`config.mk`:
```
export PLATFORM = sky130hd
export DESIGN_NAME = serial_adc_readout_frame
export DESIGN_NICKNAME = d
export VERILOG_FILES = /design/src/adc_frame_pkg.sv /design/src/sample_fifo.sv /design/src/serial_adc_readout_frame.sv
export SDC_FILE = /design/constraint.sdc
export NUM_CORES = 1
export LEC_CHECK = 0
export BUFFER_PORTS_ARGS = -buffer_cell sky130_fd_sc_hd__buf_2
export CAP_MARGIN = 5
export CORE_UTILIZATION = 56
export DETAILED_ROUTE_END_ITERATION = 16
export PLACE_DENSITY = 0.76
export SYNTH_ARGS = -nofsm -noshare
export SYNTH_HDL_FRONTEND = slang
export SYNTH_SLANG_ARGS = --single-unit
```
`constraint.sdc`:
```
create_clock -name clk -period 3.1 [get_ports clk]
set_clock_uncertainty 0.15 [all_clocks]
set_input_delay 0.62 -clock clk [delete_from_list [all_inputs] [get_ports clk]]
set_output_delay 0.62 -clock clk [all_outputs]
set_load 0.1 [all_outputs]
```
`src/adc_frame_pkg.sv`:
```
package adc_frame_pkg;

    // result and frame layout
    localparam int RESULT_W    = 8;
    localparam int FRAME_BITS  = 16;
    localparam int LEAD_ZEROS  = 4;
    localparam int TRAIL_ZEROS = 4;
    localparam int CNT_W       = 5;

    // edge numbers within a frame
    localparam logic [4:0] TRACK_RISE      = 5'h0d;
    localparam logic [4:0] SHDN_FIRST_FALL = 5'h02;
    localparam logic [4:0] NORMAL_FALL     = 5'h0a;
    localparam logic [4:0] LAST_FALL       = 5'h10;

    // timing
    localparam int CLK_PERIOD_NS = 5;
    localparam int ACQ_TIME_NS   = 350;
    localparam int QUIET_TIME_NS = 50;
    localparam int TMR_W         = 7;
    localparam logic [6:0] ACQ_CYC =
        7'((ACQ_TIME_NS + CLK_PERIOD_NS - 1) / CLK_PERIOD_NS);
    localparam logic [6:0] QUIET_CYC =
        7'((QUIET_TIME_NS + CLK_PERIOD_NS - 1) / CLK_PERIOD_NS);

    // buffering
    localparam int FIFO_DEPTH = 16;

    typedef enum {IDLE, ACTIVE} frame_state_t;

    typedef struct packed {
        logic track;
        logic shutdown;
        logic frame_done;
        logic acq_fault;
        logic quiet_fault;
    } conv_status_t;

endpackage

```
`src/sample_fifo.sv`:
```
`timescale 1ns/1ps
module sample_fifo
    import adc_frame_pkg::*;
#(
    parameter int W = 8,
    parameter int D = 16
) (
    // clock and control
    input  wire logic         clk,
    input  wire logic         srst,
    input  wire logic         ce,
    // filling side
    input  wire logic         in_valid,
    output logic              in_ready,
    input  wire logic [W-1:0] in_data,
    // draining side
    output logic              out_valid,
    input  wire logic         out_ready,
    output logic [W-1:0]      out_data
);
    localparam int AW = $clog2(D);

    logic [W-1:0] mem [D];
    logic [AW-1:0] wr_ptr;
    logic [AW-1:0] rd_ptr;
    logic [AW:0]   count;

    wire do_wr = ce & in_valid & in_ready;
    wire do_rd = ce & out_valid & out_ready;

    assign in_ready  = (count != (AW+1)'(D));
    assign out_valid = (count != '0);
    assign out_data  = mem[rd_ptr];

    always_ff @(posedge clk) begin
        if (do_wr) begin
            mem[wr_ptr] <= in_data;
        end
    end

    always_ff @(posedge clk) begin
        if (srst) begin
            wr_ptr <= '0;
            rd_ptr <= '0;
            count  <= '0;
        end else begin
            if (do_wr) begin
                wr_ptr <= (wr_ptr == AW'(D - 1)) ? '0 : wr_ptr + 1'b1;
            end
            if (do_rd) begin
                rd_ptr <= (rd_ptr == AW'(D - 1)) ? '0 : rd_ptr + 1'b1;
            end
            if (do_wr && !do_rd) begin
                count <= count + 1'b1;
            end else if (do_rd && !do_wr) begin
                count <= count - 1'b1;
            end
        end
    end
endmodule

```
`src/serial_adc_readout_frame.sv`:
```
`timescale 1ns/1ps
module serial_adc_readout_frame
    import adc_frame_pkg::*;
(
    // clock and control
    input  wire logic                clk,
    input  wire logic                srst,
    input  wire logic                ce,
    // serial pins from the host
    input  wire logic                sel_n_pin,
    input  wire logic                sclk_pin,
    output logic                     serial_result_out,
    output logic                     serial_result_oe,
    // digitised samples from the converter core
    input  wire logic                sample_valid,
    output logic                     sample_ready,
    input  wire logic [RESULT_W-1:0] sample_data,
    // mode and timing status
    output conv_status_t             status,
    output logic                     acquisition_window
);
    logic sel_meta, sel_s, sel_d;
    logic sclk_meta, sclk_s, sclk_d;
    frame_state_t state;
    logic [CNT_W-1:0]      fall_cnt;
    logic [CNT_W-1:0]      rise_cnt;
    logic [FRAME_BITS-1:0] shreg;
    logic [RESULT_W-1:0]   result;
    logic [TMR_W-1:0]      since_track;
    logic [TMR_W-1:0]      since_end;
    logic                  head_valid;
    logic [RESULT_W-1:0]   head_data;

    // three-stage capture of the asynchronous pins
    always_ff @(posedge clk) begin
        if (srst) begin
            {sel_meta, sel_s, sel_d}    <= 3'h7;
            {sclk_meta, sclk_s, sclk_d} <= 3'h0;
        end else if (ce) begin
            {sel_meta, sel_s, sel_d}    <= {sel_n_pin, sel_meta, sel_s};
            {sclk_meta, sclk_s, sclk_d} <= {sclk_pin, sclk_meta, sclk_s};
        end
    end

    wire sel_fall  = sel_d & ~sel_s;
    wire sel_rise  = ~sel_d & sel_s;
    wire sclk_rise = ~sclk_d & sclk_s;
    wire sclk_fall = sclk_d & ~sclk_s;

    wire start      = ce & sel_fall;
    wire active     = (state == ACTIVE);
    wire abort      = ce & active & sel_rise;
    wire next_fall  = ce & active & sclk_fall & ~sel_rise;
    wire next_rise  = ce & active & sclk_rise & ~sel_rise;
    wire fall_16    = next_fall & (fall_cnt == LAST_FALL - 5'h01);
    wire rise_13    = next_rise & (rise_cnt == TRACK_RISE - 5'h01);
    wire early_stop = (fall_cnt >= SHDN_FIRST_FALL) & (fall_cnt < NORMAL_FALL);

    wire [RESULT_W-1:0] next_sample = head_valid ? head_data : result;

    sample_fifo #(
        .W (RESULT_W),
        .D (FIFO_DEPTH)
    ) u_fifo (
        .clk       (clk),
        .srst      (srst),
        .ce        (ce),
        .in_valid  (sample_valid),
        .in_ready  (sample_ready),
        .in_data   (sample_data),
        .out_valid (head_valid),
        .out_ready (start),
        .out_data  (head_data)
    );

    always_ff @(posedge clk) begin
        if (srst) begin
            state <= IDLE;
        end else if (start) begin
            state <= ACTIVE;
        end else if (abort || fall_16) begin
            state <= IDLE;
        end
    end

    always_ff @(posedge clk) begin
        if (srst) begin
            fall_cnt <= '0;
            rise_cnt <= '0;
        end else if (start) begin
            fall_cnt <= '0;
            rise_cnt <= '0;
        end else begin
            if (next_fall) begin
                fall_cnt <= fall_cnt + 1'b1;
            end
            if (next_rise) begin
                rise_cnt <= rise_cnt + 1'b1;
            end
        end
    end

    // frame word: zeros, straight-binary result MSB first, zeros
    always_ff @(posedge clk) begin
        if (srst) begin
            shreg  <= '0;
            result <= '0;
        end else if (start) begin
            shreg  <= {LEAD_ZEROS'(0), next_sample, TRAIL_ZEROS'(0)};
            result <= next_sample;
        end else if (next_fall) begin
            shreg <= {shreg[FRAME_BITS-2:0], 1'b0};
        end
    end

    assign serial_result_out = shreg[FRAME_BITS-1];

    always_ff @(posedge clk) begin
        if (srst) begin
            serial_result_oe <= 1'b0;
        end else if (start) begin
            serial_result_oe <= 1'b1;
        end else if (abort || fall_16) begin
            serial_result_oe <= 1'b0;
        end
    end

    always_ff @(posedge clk) begin
        if (srst) begin
            status.track <= 1'b1;
        end else if (start) begin
            status.track <= 1'b0;
        end else if (rise_13 || abort) begin
            status.track <= 1'b1;
        end
    end

    always_ff @(posedge clk) begin
        if (srst) begin
            status.shutdown <= 1'b0;
        end else if (abort && early_stop) begin
            status.shutdown <= 1'b1;
        end else if (next_fall && fall_cnt == NORMAL_FALL - 5'h01) begin
            status.shutdown <= 1'b0;
        end
    end

    always_ff @(posedge clk) begin
        if (srst) begin
            status.frame_done <= 1'b0;
        end else if (ce) begin
            status.frame_done <= fall_16;
        end
    end

    // host timing monitors, sampled at each frame start
    always_ff @(posedge clk) begin
        if (srst) begin
            since_track <= ACQ_CYC;
            since_end   <= QUIET_CYC;
        end else if (ce) begin
            if (rise_13 || abort) begin
                since_track <= '0;
            end else if (since_track != ACQ_CYC) begin
                since_track <= since_track + 1'b1;
            end
            if (fall_16 || abort) begin
                since_end <= '0;
            end else if (since_end != QUIET_CYC) begin
                since_end <= since_end + 1'b1;
            end
        end
    end

    always_ff @(posedge clk) begin
        if (srst) begin
            status.acq_fault   <= 1'b0;
            status.quiet_fault <= 1'b0;
        end else if (start) begin
            status.acq_fault   <= (since_track < ACQ_CYC);
            status.quiet_fault <= (since_end < QUIET_CYC);
        end
    end

    assign acquisition_window = status.track;
endmodule

```
==> results of run 1 <==
-- cells by family after synthesis --
| group | synth area share |
|---|---|
| flip-flops | 0.630 |
| AND/OR/NAND/NOR | 0.0983 |
| multiplexers | 0.136 |
| AO/OA/AOI/OAI | 0.0641 |
| buffers and inverters | 0.0251 |
| XOR/XNOR | 0.0156 |
| adder cells (fa/ha/maj) | 0.0306 |
-- cell usage after synthesis, drive strengths merged (7+ instances only) --
| library cell | count |
|---|---|
| nand3 | 17 |
| buf | 14 |
| xnor2 | 8 |
| a22oi | 7 |
| inv | 17 |
| ha | 19 |
| nor3 | 10 |
| o211ai | 11 |
| a21oi | 24 |
| xor2 | 7 |
| edfxtp | 128 |
| mux2i | 21 |
| mux4 | 32 |
| clkbuf | 15 |
| mux2 | 19 |
| dfxtp | 73 |
| nand4 | 7 |
| nand2 | 58 |
| o21ai | 14 |
| nor2 | 44 |
-- worst min-delay path by stage --
stage | end | slack (ps) | depth (start not counted)
global route | sel_meta | 200 | 3
finish | sel_meta | 210 | 3
detailed placement | result[3] | 290 | 2
floorplan | result[1] | 280 | 2
global placement | result[4] | 290 | 2
CTS | sel_meta | 200 | 3
-- metal layers --
metal  track usage  part of all wire  vias up
met5             0                 0        -
met4        0.0673             0.024        0
met3        0.0339             0.053       27
met2         0.373              0.50      131
met1         0.287              0.42     2516
li1              -                 -     2362
-- critical path: stages, from the launching register on --
cell and delay [ps]:
dfxtp_1 390, nor4_4 360, buf_4 210, a21oi_2 70
ha_1 220, inv_1 160, ha_1 310, a21o_1 190
a21oi_1 170, mux2i_1 210, mux2_2 340
-- through the flow --
step / setup WS, ps / utilization / power (mW) / std cells / cell area [sq um]
after global routing: 41.9 / 0.652 / 5.93 / 846 / 9520
after CTS: 212 / 0.652 / 5.79 / 846 / 9520
after detailed placement: 120 / 0.605 / 3.28 / 809 / 8830
after floorplan: 103 / - / 3.17 / 605 / 8420
after global placement: 219 / 0.605 / 3.26 / 809 / 8830
final: 212 / 0.652 / 5.74 / 846 / 9520
-- registers in the layout, summed over array words and instances (netlist names), 4 cells and up, named ones only --
| signal | count |
|---|---|
| since_track | 7 |
| u_fifo.wr_ptr | 4 |
| result | 8 |
| since_end | 7 |
| u_fifo.count | 5 |
| fall_cnt | 5 |
| u_fifo.mem | 128 |
| status | 4 |
| u_fifo.rd_ptr | 4 |
| shreg | 12 |
| rise_cnt | 5 |
-- power by group through the flow --
| stage | Clock, mW | Combinational, mW | Sequential, mW |
|---|---|---|---|
| final | 2.51 | 0.311 | 2.92 |
| after global routing | 2.67 | 0.340 | 2.92 |
| after CTS | 2.56 | 0.312 | 2.92 |
| after detailed placement | 0 | 0.308 | 2.97 |
| after global placement | 0 | 0.289 | 2.97 |
| after floorplan | 0 | 0.202 | 2.97 |
-- cell type report --
type,instances,area (sq um),share of cell area
sequential,201,5310,0.557
tap,184,230,0.0242
clock inverter,9,121,0.0127
multi-input combinational,358,2900,0.305
clock buffer,28,572,0.0601
inverter,17,63.8,0.00670
timing repair buffer,49,325,0.0342
==> impl_metrics.json, run 1 <==
{
  "synth_top_area_share": 0.457,
  "fillerInstances": 1036,
  "cts_buffers": 21,
  "place.gp.congestion": 0.822,
  "clkLatencyLatePin_ps": 490,
  "gr-usage-all-layers": 0.218,
  "maxCapViolCount": 0,
  "wire_per_inst_microns": 19.3,
  "hold_buffers": 0,
  "h-tree-depth": 1,
  "ys_ff_latch": 201,
  "grt_max_degree": 33,
  "power.internal_mw": 4.54,
  "core_sq_um": 14600,
  "slew_headroom": 0.461,
  "max_freq_ghz": 0.346,
  "grt_first_pass_wirelength_microns": 26500,
  "layout_common_cells": "128 x edfxtp_1, 72 x dfxtp_1, 58 x nand2_1, 44 x nor2_1, 32 x mux4_2",
  "rr_startpoint": "u_fifo.count[0]",
  "worst_ep_required_time_ps": 3330,
  "synth_area_per_cell_sq_um": 13.9,
  "startpoint": "u_fifo.count[0]",
  "end_kind": "flip-flop",
  "synth_area_sq_um": 8420,
  "via_per_inst": 5.95,
  "critPathLaunchType": "flip-flop",
  "io_pins": 23,
  "drc": 0,
  "setup_tns_ps": 0,
  "hp-class": "input port to flip-flop",
  "min_from": "sel_n_pin",
  "portBuffers": 22,
  "cts_max_path_buffers": 3,
  "switching_share": 0.209,
  "cts_tree": "done",
  "synth.net_count": 639,
  "dieArea_sq_um": 15500,
  "hold_viol": 0,
  "power_density_nw_per_um2": 603,
  "fin_nets": 682,
  "synth_async_sr_flop_share": 0,
  "synthFlopType": "edfxtp_1",
  "fin_crit_sh": 0.932,
  "ys_types": 58,
  "ys_top_cells_by_area": "edfxtp_1 46%, dfxtp_1 17%, mux4_2 8.6%, ha_1 2.8%, nand2_1 2.6%",
  "yosysWarnings": 0,
  "rsz0062_at_grt": "no",
  "antenna_cells": 0,
  "die_h_microns": 125,
  "cts_sinks": 201,
  "drt_iter0_markers": 422,
  "path_class": "flip-flop to flip-flop",
  "power.share.combinational": 0.054,
  "syn2layout_area_growth_pct": 13.1,
  "crit_end": "u_fifo.count[4]",
  "ys_seq_area_frac": 0.630,
  "drive_gt1_frac": 0.213,
  "reg2reg_depth": 10,
  "power_leakage_nw": 3.29,
  "status": "completed",
  "hpwl_microns": 10600,
  "ctsResizeCount": 0,
  "vdd_drop_max_uv": 634,
  "worstReg2RegEnd": "u_fifo.count[4]",
  "start_util": 0.577,
  "root_buffer": "clkbuf_16",
  "worst-path-max-fanout": 5,
  "ff2ff_setup_slack_ps": 210,
  "overflow": 0,
  "ant_nets": 0,
  "hold_ws_ps": 211,
  "syn_inst": 605,
  "grt_pass1_vias": 5086,
  "p_switching_mw": 1.20,
  "routed-via-count": 5036,
  "setup-violations-final": 0,
  "period_minus_slack_ps": 2890,
  "seqPwrFrac": 0.508,
  "clk_pin_slew_ps": 60,
  "cts_setup_buffers": 0,
  "synth.largest_area_cell": "edfxtp_1",
  "antenna_found_initial": 0,
  "die_w_microns": 125,
  "worst_slew_pin_slew_ps": 807,
  "synth_edf_count": 128,
  "wl_microns": 16300,
  "cp.arrival_ps": 3120,
  "final_common_cell": "edfxtp_1",
  "dr.pass1.iters": 5,
  "clockPowerShare": 0.437,
  "slew_violations": 0,
  "rows": 44
}
(Power assumes the default switching activity.)
==> run 2, diff against run 1 <==
Settings changed: PLACE_DENSITY 0.76 to 0.75.
==> run 2 against run 1 <==
  * Non-clock buffer count increased by 1
  * Sequential share of layout area is 0.37 points higher
  * Clock-buffer cell count decreased by 1
  * Via count decreased by 0.99%
  * Routed wire length down 1.9%
  * Flip-flop and latch count unchanged
  * Maximum frequency shrank 1.3%
  * Critical path depth unchanged
  * Register-to-register slack worse by 40 ps
  * Design area fell by 0.66%
  * Power is 4.6% lower
==> impl_metrics.json, run 2 (synthesis results as in run 1) <==
{
  "status": "completed",
  "portBuffers": 22,
  "cts_tree": "done",
  "final_common_cell": "edfxtp_1",
  "setup_tns_ps": 0,
  "cts_max_path_buffers": 3,
  "gr-usage-all-layers": 0.215,
  "cts_setup_buffers": 0,
  "crit_chain": "nor4_4 > buf_4 > a21oi_2 > ha_1 > inv_1 > ha_1 > a21o_1 > a21oi_1 > mux2i_1 > mux2_2",
  "power_leakage_nw": 3.26,
  "cp.arrival_ps": 3150,
  "hold_ws_ps": 214,
  "rows": 44,
  "drt_iter0_markers": 420,
  "root_buffer": "clkbuf_16",
  "crit_slowest_cell": "dfxtp_1",
  "end_kind": "flip-flop",
  "fillerInstances": 1031,
  "vdd_drop_max_uv": 626,
  "period_minus_slack_ps": 2930,
  "setup-violations-final": 0,
  "io_pins": 23,
  "power_density_nw_per_um2": 579,
  "grt_max_degree": 33,
  "place.gp.congestion": 0.818,
  "antenna_found_initial": 0,
  "slew_violations": 0,
  "clk_pin_slew_ps": 60,
  "slew_headroom": 0.478,
  "cts_sinks": 201,
  "top_regs": "u_fifo.mem x128, shreg x12, result x8",
  "via_per_inst": 5.89,
  "wire_per_inst_microns": 18.9,
  "core_sq_um": 14600,
  "overflow": 0,
  "die_w_microns": 125,
  "path_class": "flip-flop to flip-flop",
  "ant_nets": 0,
  "grt_first_pass_wirelength_microns": 26200,
  "critPathLaunchType": "flip-flop",
  "hold_buffers": 0,
  "worst_slew_pin_slew_ps": 781,
  "antenna_cells": 0,
  "fin_nets": 683,
  "die_h_microns": 125,
  "ctsResizeCount": 0,
  "dieArea_sq_um": 15500,
  "routed-via-count": 4986,
  "largest_reg_flops": 128,
  "drive_gt1_frac": 0.217,
  "fin_crit_sh": 0.944,
  "regMostFlops": "u_fifo.mem",
  "max_freq_ghz": 0.342,
  "cp_common_cell": "ha_1",
  "drc": 0,
  "hpwl_microns": 10500,
  "wl_microns": 16000,
  "hold_viol": 0,
  "layout_common_cells": "128 x edfxtp_1, 72 x dfxtp_1, 58 x nand2_1, 44 x nor2_1, 32 x mux4_2",
  "dr.pass1.iters": 4,
  "max_stage_delay_ps": 380,
  "grt_pass1_vias": 5096,
  "start_util": 0.577,
  "utilization": 0.648,
  "hp-class": "input port to flip-flop",
  "cts_buffers": 21,
  "h-tree-depth": 1,
  "clkLatencyLatePin_ps": 500,
  "syn2layout_area_growth_pct": 12.4,
  "worst_ep_required_time_ps": 3320,
  "worst-path-max-fanout": 5,
  "maxCapViolCount": 0,
  "rsz0062_at_grt": "no"
}
## run 2: critical path, delay by kind of cell (launching register included)
| family | cells | cell delay (ps) |
|---|---|---|
| AOI/OAI and AO/OA | 3 | 500 |
| adders and majority gates | 2 | 530 |
| buffers and inverters | 2 | 360 |
| DFF | 1 | 380 |
| muxes | 2 | 570 |
| and+or+nand+nor | 1 | 320 |
## run 2: final timing paths
path                         from               to  slack (ps)  depth (start not counted)
setup / recovery  u_fifo.count[0]  u_fifo.count[4]         170                         10
hold / removal          sel_n_pin         sel_meta         210                          3
setup reg to reg  u_fifo.count[0]  u_fifo.count[4]         170                         10
hold reg to reg         result[1]        result[1]         300                          2
## run 2: power by group
part	switching, mW	internal, mW	leakage, nW
Sequential	0.0388	2.88	1.74
Clock	0.952	1.30	0.312
Combinational	0.192	0.116	1.21
Total	1.18	4.29	3.26
## run 2: through the flow
stage                     instances  power, mW  setup WS [ps]  instance area (sq um)
final                           847       5.47            175                   9460
after global routing            847       5.65           42.6                   9460
after CTS                       847       5.52            201                   9460
after detailed placement        810       3.28           62.1                   8830
after global placement          810       3.26            220                   8830
after floorplan                 605       3.17            103                   8420
## run 2: layout make-up
cell class	count	area (sq um)	area share
flip-flops and latches	201	5310	0.561
repair buffers	50	333	0.0352
clock buffers	27	569	0.0602
clock inverters	10	53.8	0.00569
multi-input cells	358	2900	0.307
inverters	17	63.8	0.00675
well taps	184	230	0.0243
## run 2: per-layer routing
layer  share of wire  vias to the layer above  GRT usage
met5               0                        -          0
met4           0.022                        0     0.0652
met3           0.048                       25     0.0322
met2            0.51                      123      0.372
met1            0.42                     2473      0.280
li1                -                     2365          -
==> run 3, diff against run 2 <==
Settings changed: PLACE_DENSITY 0.75 to default, PLACE_DENSITY_LB_ADDON from default to 0.08.
==> run 3 against run 2 <==
  * Design area grew 0.50%
  * Hold slack lost 7.4 ps
  * Cell count grew 0.24%
  * Critical endpoint unchanged
  * Highest routed layer unchanged
==> impl_metrics.json, run 3 (synthesis results as in run 1) <==
{
  "syn2layout_area_growth_pct": 12.9,
  "pre_cts_slack_ps": 125,
  "numPlacedInstances": 810,
  "worst-path-max-fanout": 6,
  "design_area_sq_um": 9500,
  "via_per_inst": 5.82,
  "drive_gt1_frac": 0.212,
  "worstReg2RegEnd": "u_fifo.count[4]",
  "portBuffers": 22,
  "largest_reg_flops": 128,
  "setup-violations-final": 0,
  "overflow": 0,
  "crit_chain": "nor4_4 > a21oi_2 > inv_2 > ha_1 > inv_1 > fa_1 > a21o_1 > a21oi_1 > mux2i_1 > mux2_2",
  "power_density_nw_per_um2": 592,
  "hpwl_microns": 10800,
  "io_pins": 23,
  "crit_slowest_cell": "nor4_4",
  "worst_ep_required_time_ps": 3330,
  "holdPathStages": 3,
  "period_minus_slack_ps": 2900,
  "rr_startpoint": "u_fifo.count[3]",
  "reg2reg_depth": 10,
  "cts_tree": "done",
  "top_regs": "u_fifo.mem x128, shreg x12, result x8",
  "routed-via-count": 4939,
  "ff2ff_setup_slack_ps": 200,
  "start_util": 0.577,
  "grt_pass1_vias": 4983,
  "drc": 0,
  "fin_ws_ps": 202,
  "setup_tns_ps": 0,
  "cts_sinks": 201,
  "gr-usage-all-layers": 0.219,
  "path_class": "flip-flop to flip-flop",
  "worst_slew_pin_slew_ps": 892,
  "max_stage_delay_ps": 430,
  "rows": 44,
  "holdPathEnd": "sel_meta",
  "dpl_cell_area_sq_um": 8830,
  "slew_violations": 0,
  "cp.arrival_ps": 3120,
  "cts_max_path_buffers": 3,
  "hp-class": "input port to flip-flop",
  "ctsResizeCount": 0,
  "die_w_microns": 125,
  "min_from": "sel_n_pin",
  "layoutNonFillerInstCount": 849,
  "clk_pin_slew_ps": 60,
  "hold_viol": 0,
  "fillerInstances": 1070,
  "place.gp.congestion": 0.813,
  "grt_max_degree": 33,
  "fin_crit_sh": 0.935,
  "critPathLaunchType": "flip-flop",
  "final_common_cell": "edfxtp_1",
  "ant_nets": 0,
  "slew_headroom": 0.404,
  "antenna_cells": 0,
  "dr.pass1.iters": 5,
  "antenna_found_initial": 0,
  "max_freq_ghz": 0.345,
  "root_buffer": "clkbuf_16",
  "regMostFlops": "u_fifo.mem",
  "wl_microns": 16400,
  "vdd_drop_max_uv": 531,
  "h-tree-depth": 1,
  "grt_first_pass_wirelength_microns": 26600,
  "maxCapViolCount": 0,
  "dieArea_sq_um": 15500,
  "status": "completed",
  "end_kind": "flip-flop",
  "clkLatencyLatePin_ps": 500,
  "fin_nets": 684,
  "cts_buffers": 22,
  "drt_iter0_markers": 281,
  "layout_common_cells": "128 x edfxtp_1, 72 x dfxtp_1, 58 x nand2_1, 44 x nor2_1, 32 x mux4_2",
  "power_leakage_nw": 3.28,
  "wire_per_inst_microns": 19.3,
  "die_h_microns": 125,
  "core_sq_um": 14600,
  "power.total_mw": 5.62,
  "rsz0062_at_grt": "no"
}
[run 3: cell types whose count changed in the layout (fill, tap and decap cells not counted), sizes merged]
cell and delta:
clkinv -3, bufinv +1, inv -1, clkbuf +5
[run 3: power by group]
group | internal (mW) | leakage, nW | switching [mW]
clock network | 1.43 | 0.323 | 0.976
logic | 0.115 | 1.21 | 0.188
registers | 2.88 | 1.74 | 0.0387
total | 4.42 | 3.28 | 1.20
[run 3: final cells by class]
| class | count | area [sq um] | area share |
|---|---|---|---|
| clock inverters | 7 | 72.6 | 0.00764 |
| clock buffers | 32 | 598 | 0.0629 |
| well taps | 184 | 230 | 0.0242 |
| multi-input cells | 358 | 2900 | 0.305 |
| repair buffers | 50 | 333 | 0.0350 |
| inverters | 17 | 63.8 | 0.00671 |
| flip-flops and latches | 201 | 5310 | 0.558 |
[run 3: per-stage QoR]
step / utilization / hold slack, ps
after floorplan: - / 279
after global placement: 0.605 / 286
after detailed placement: 0.605 / 291
after CTS: 0.651 / 199
after global routing: 0.651 / 210
final: 0.651 / 207
[run 3: how the worst max path moves through the flow]
stage               depth (start not counted)            start  slack [ps]              end
global placement                           11               ce         210  u_fifo.count[4]
CTS                                        10  u_fifo.count[0]         160  u_fifo.count[4]
floorplan                                  10               ce         100  u_fifo.count[4]
finish                                     10  u_fifo.count[3]         200  u_fifo.count[4]
detailed placement                         11               ce         120  u_fifo.count[4]
global route                               10  u_fifo.count[3]          40  u_fifo.count[4]
[run 3: layer usage]
layer / track usage / up-vias / share of wire
li1: - / 2367 / -
met5: 0 / - / 0
met1: 0.288 / 2450 / 0.44
met2: 0.378 / 93 / 0.50
met3: 0.0361 / 29 / 0.038
met4: 0.0595 / 0 / 0.024
[run 3: worst max-delay path, delay by kind of cell, from the launching register on]
kind / cells / cell delay (ps)
adders and majority gates: 2 / 590
buffers and inverters: 2 / 220
and+or+nand+nor: 1 / 430
AOI/OAI and AO/OA: 3 / 460
DFF: 1 / 350
muxes: 2 / 570
[run 3: timing repair]
| action | CTS | global route |
|---|---|---|
| hold buffers | 0 | 0 |
| setup endpoints to repair | 0 | 1 |
| setup buffers | 0 | 0 |
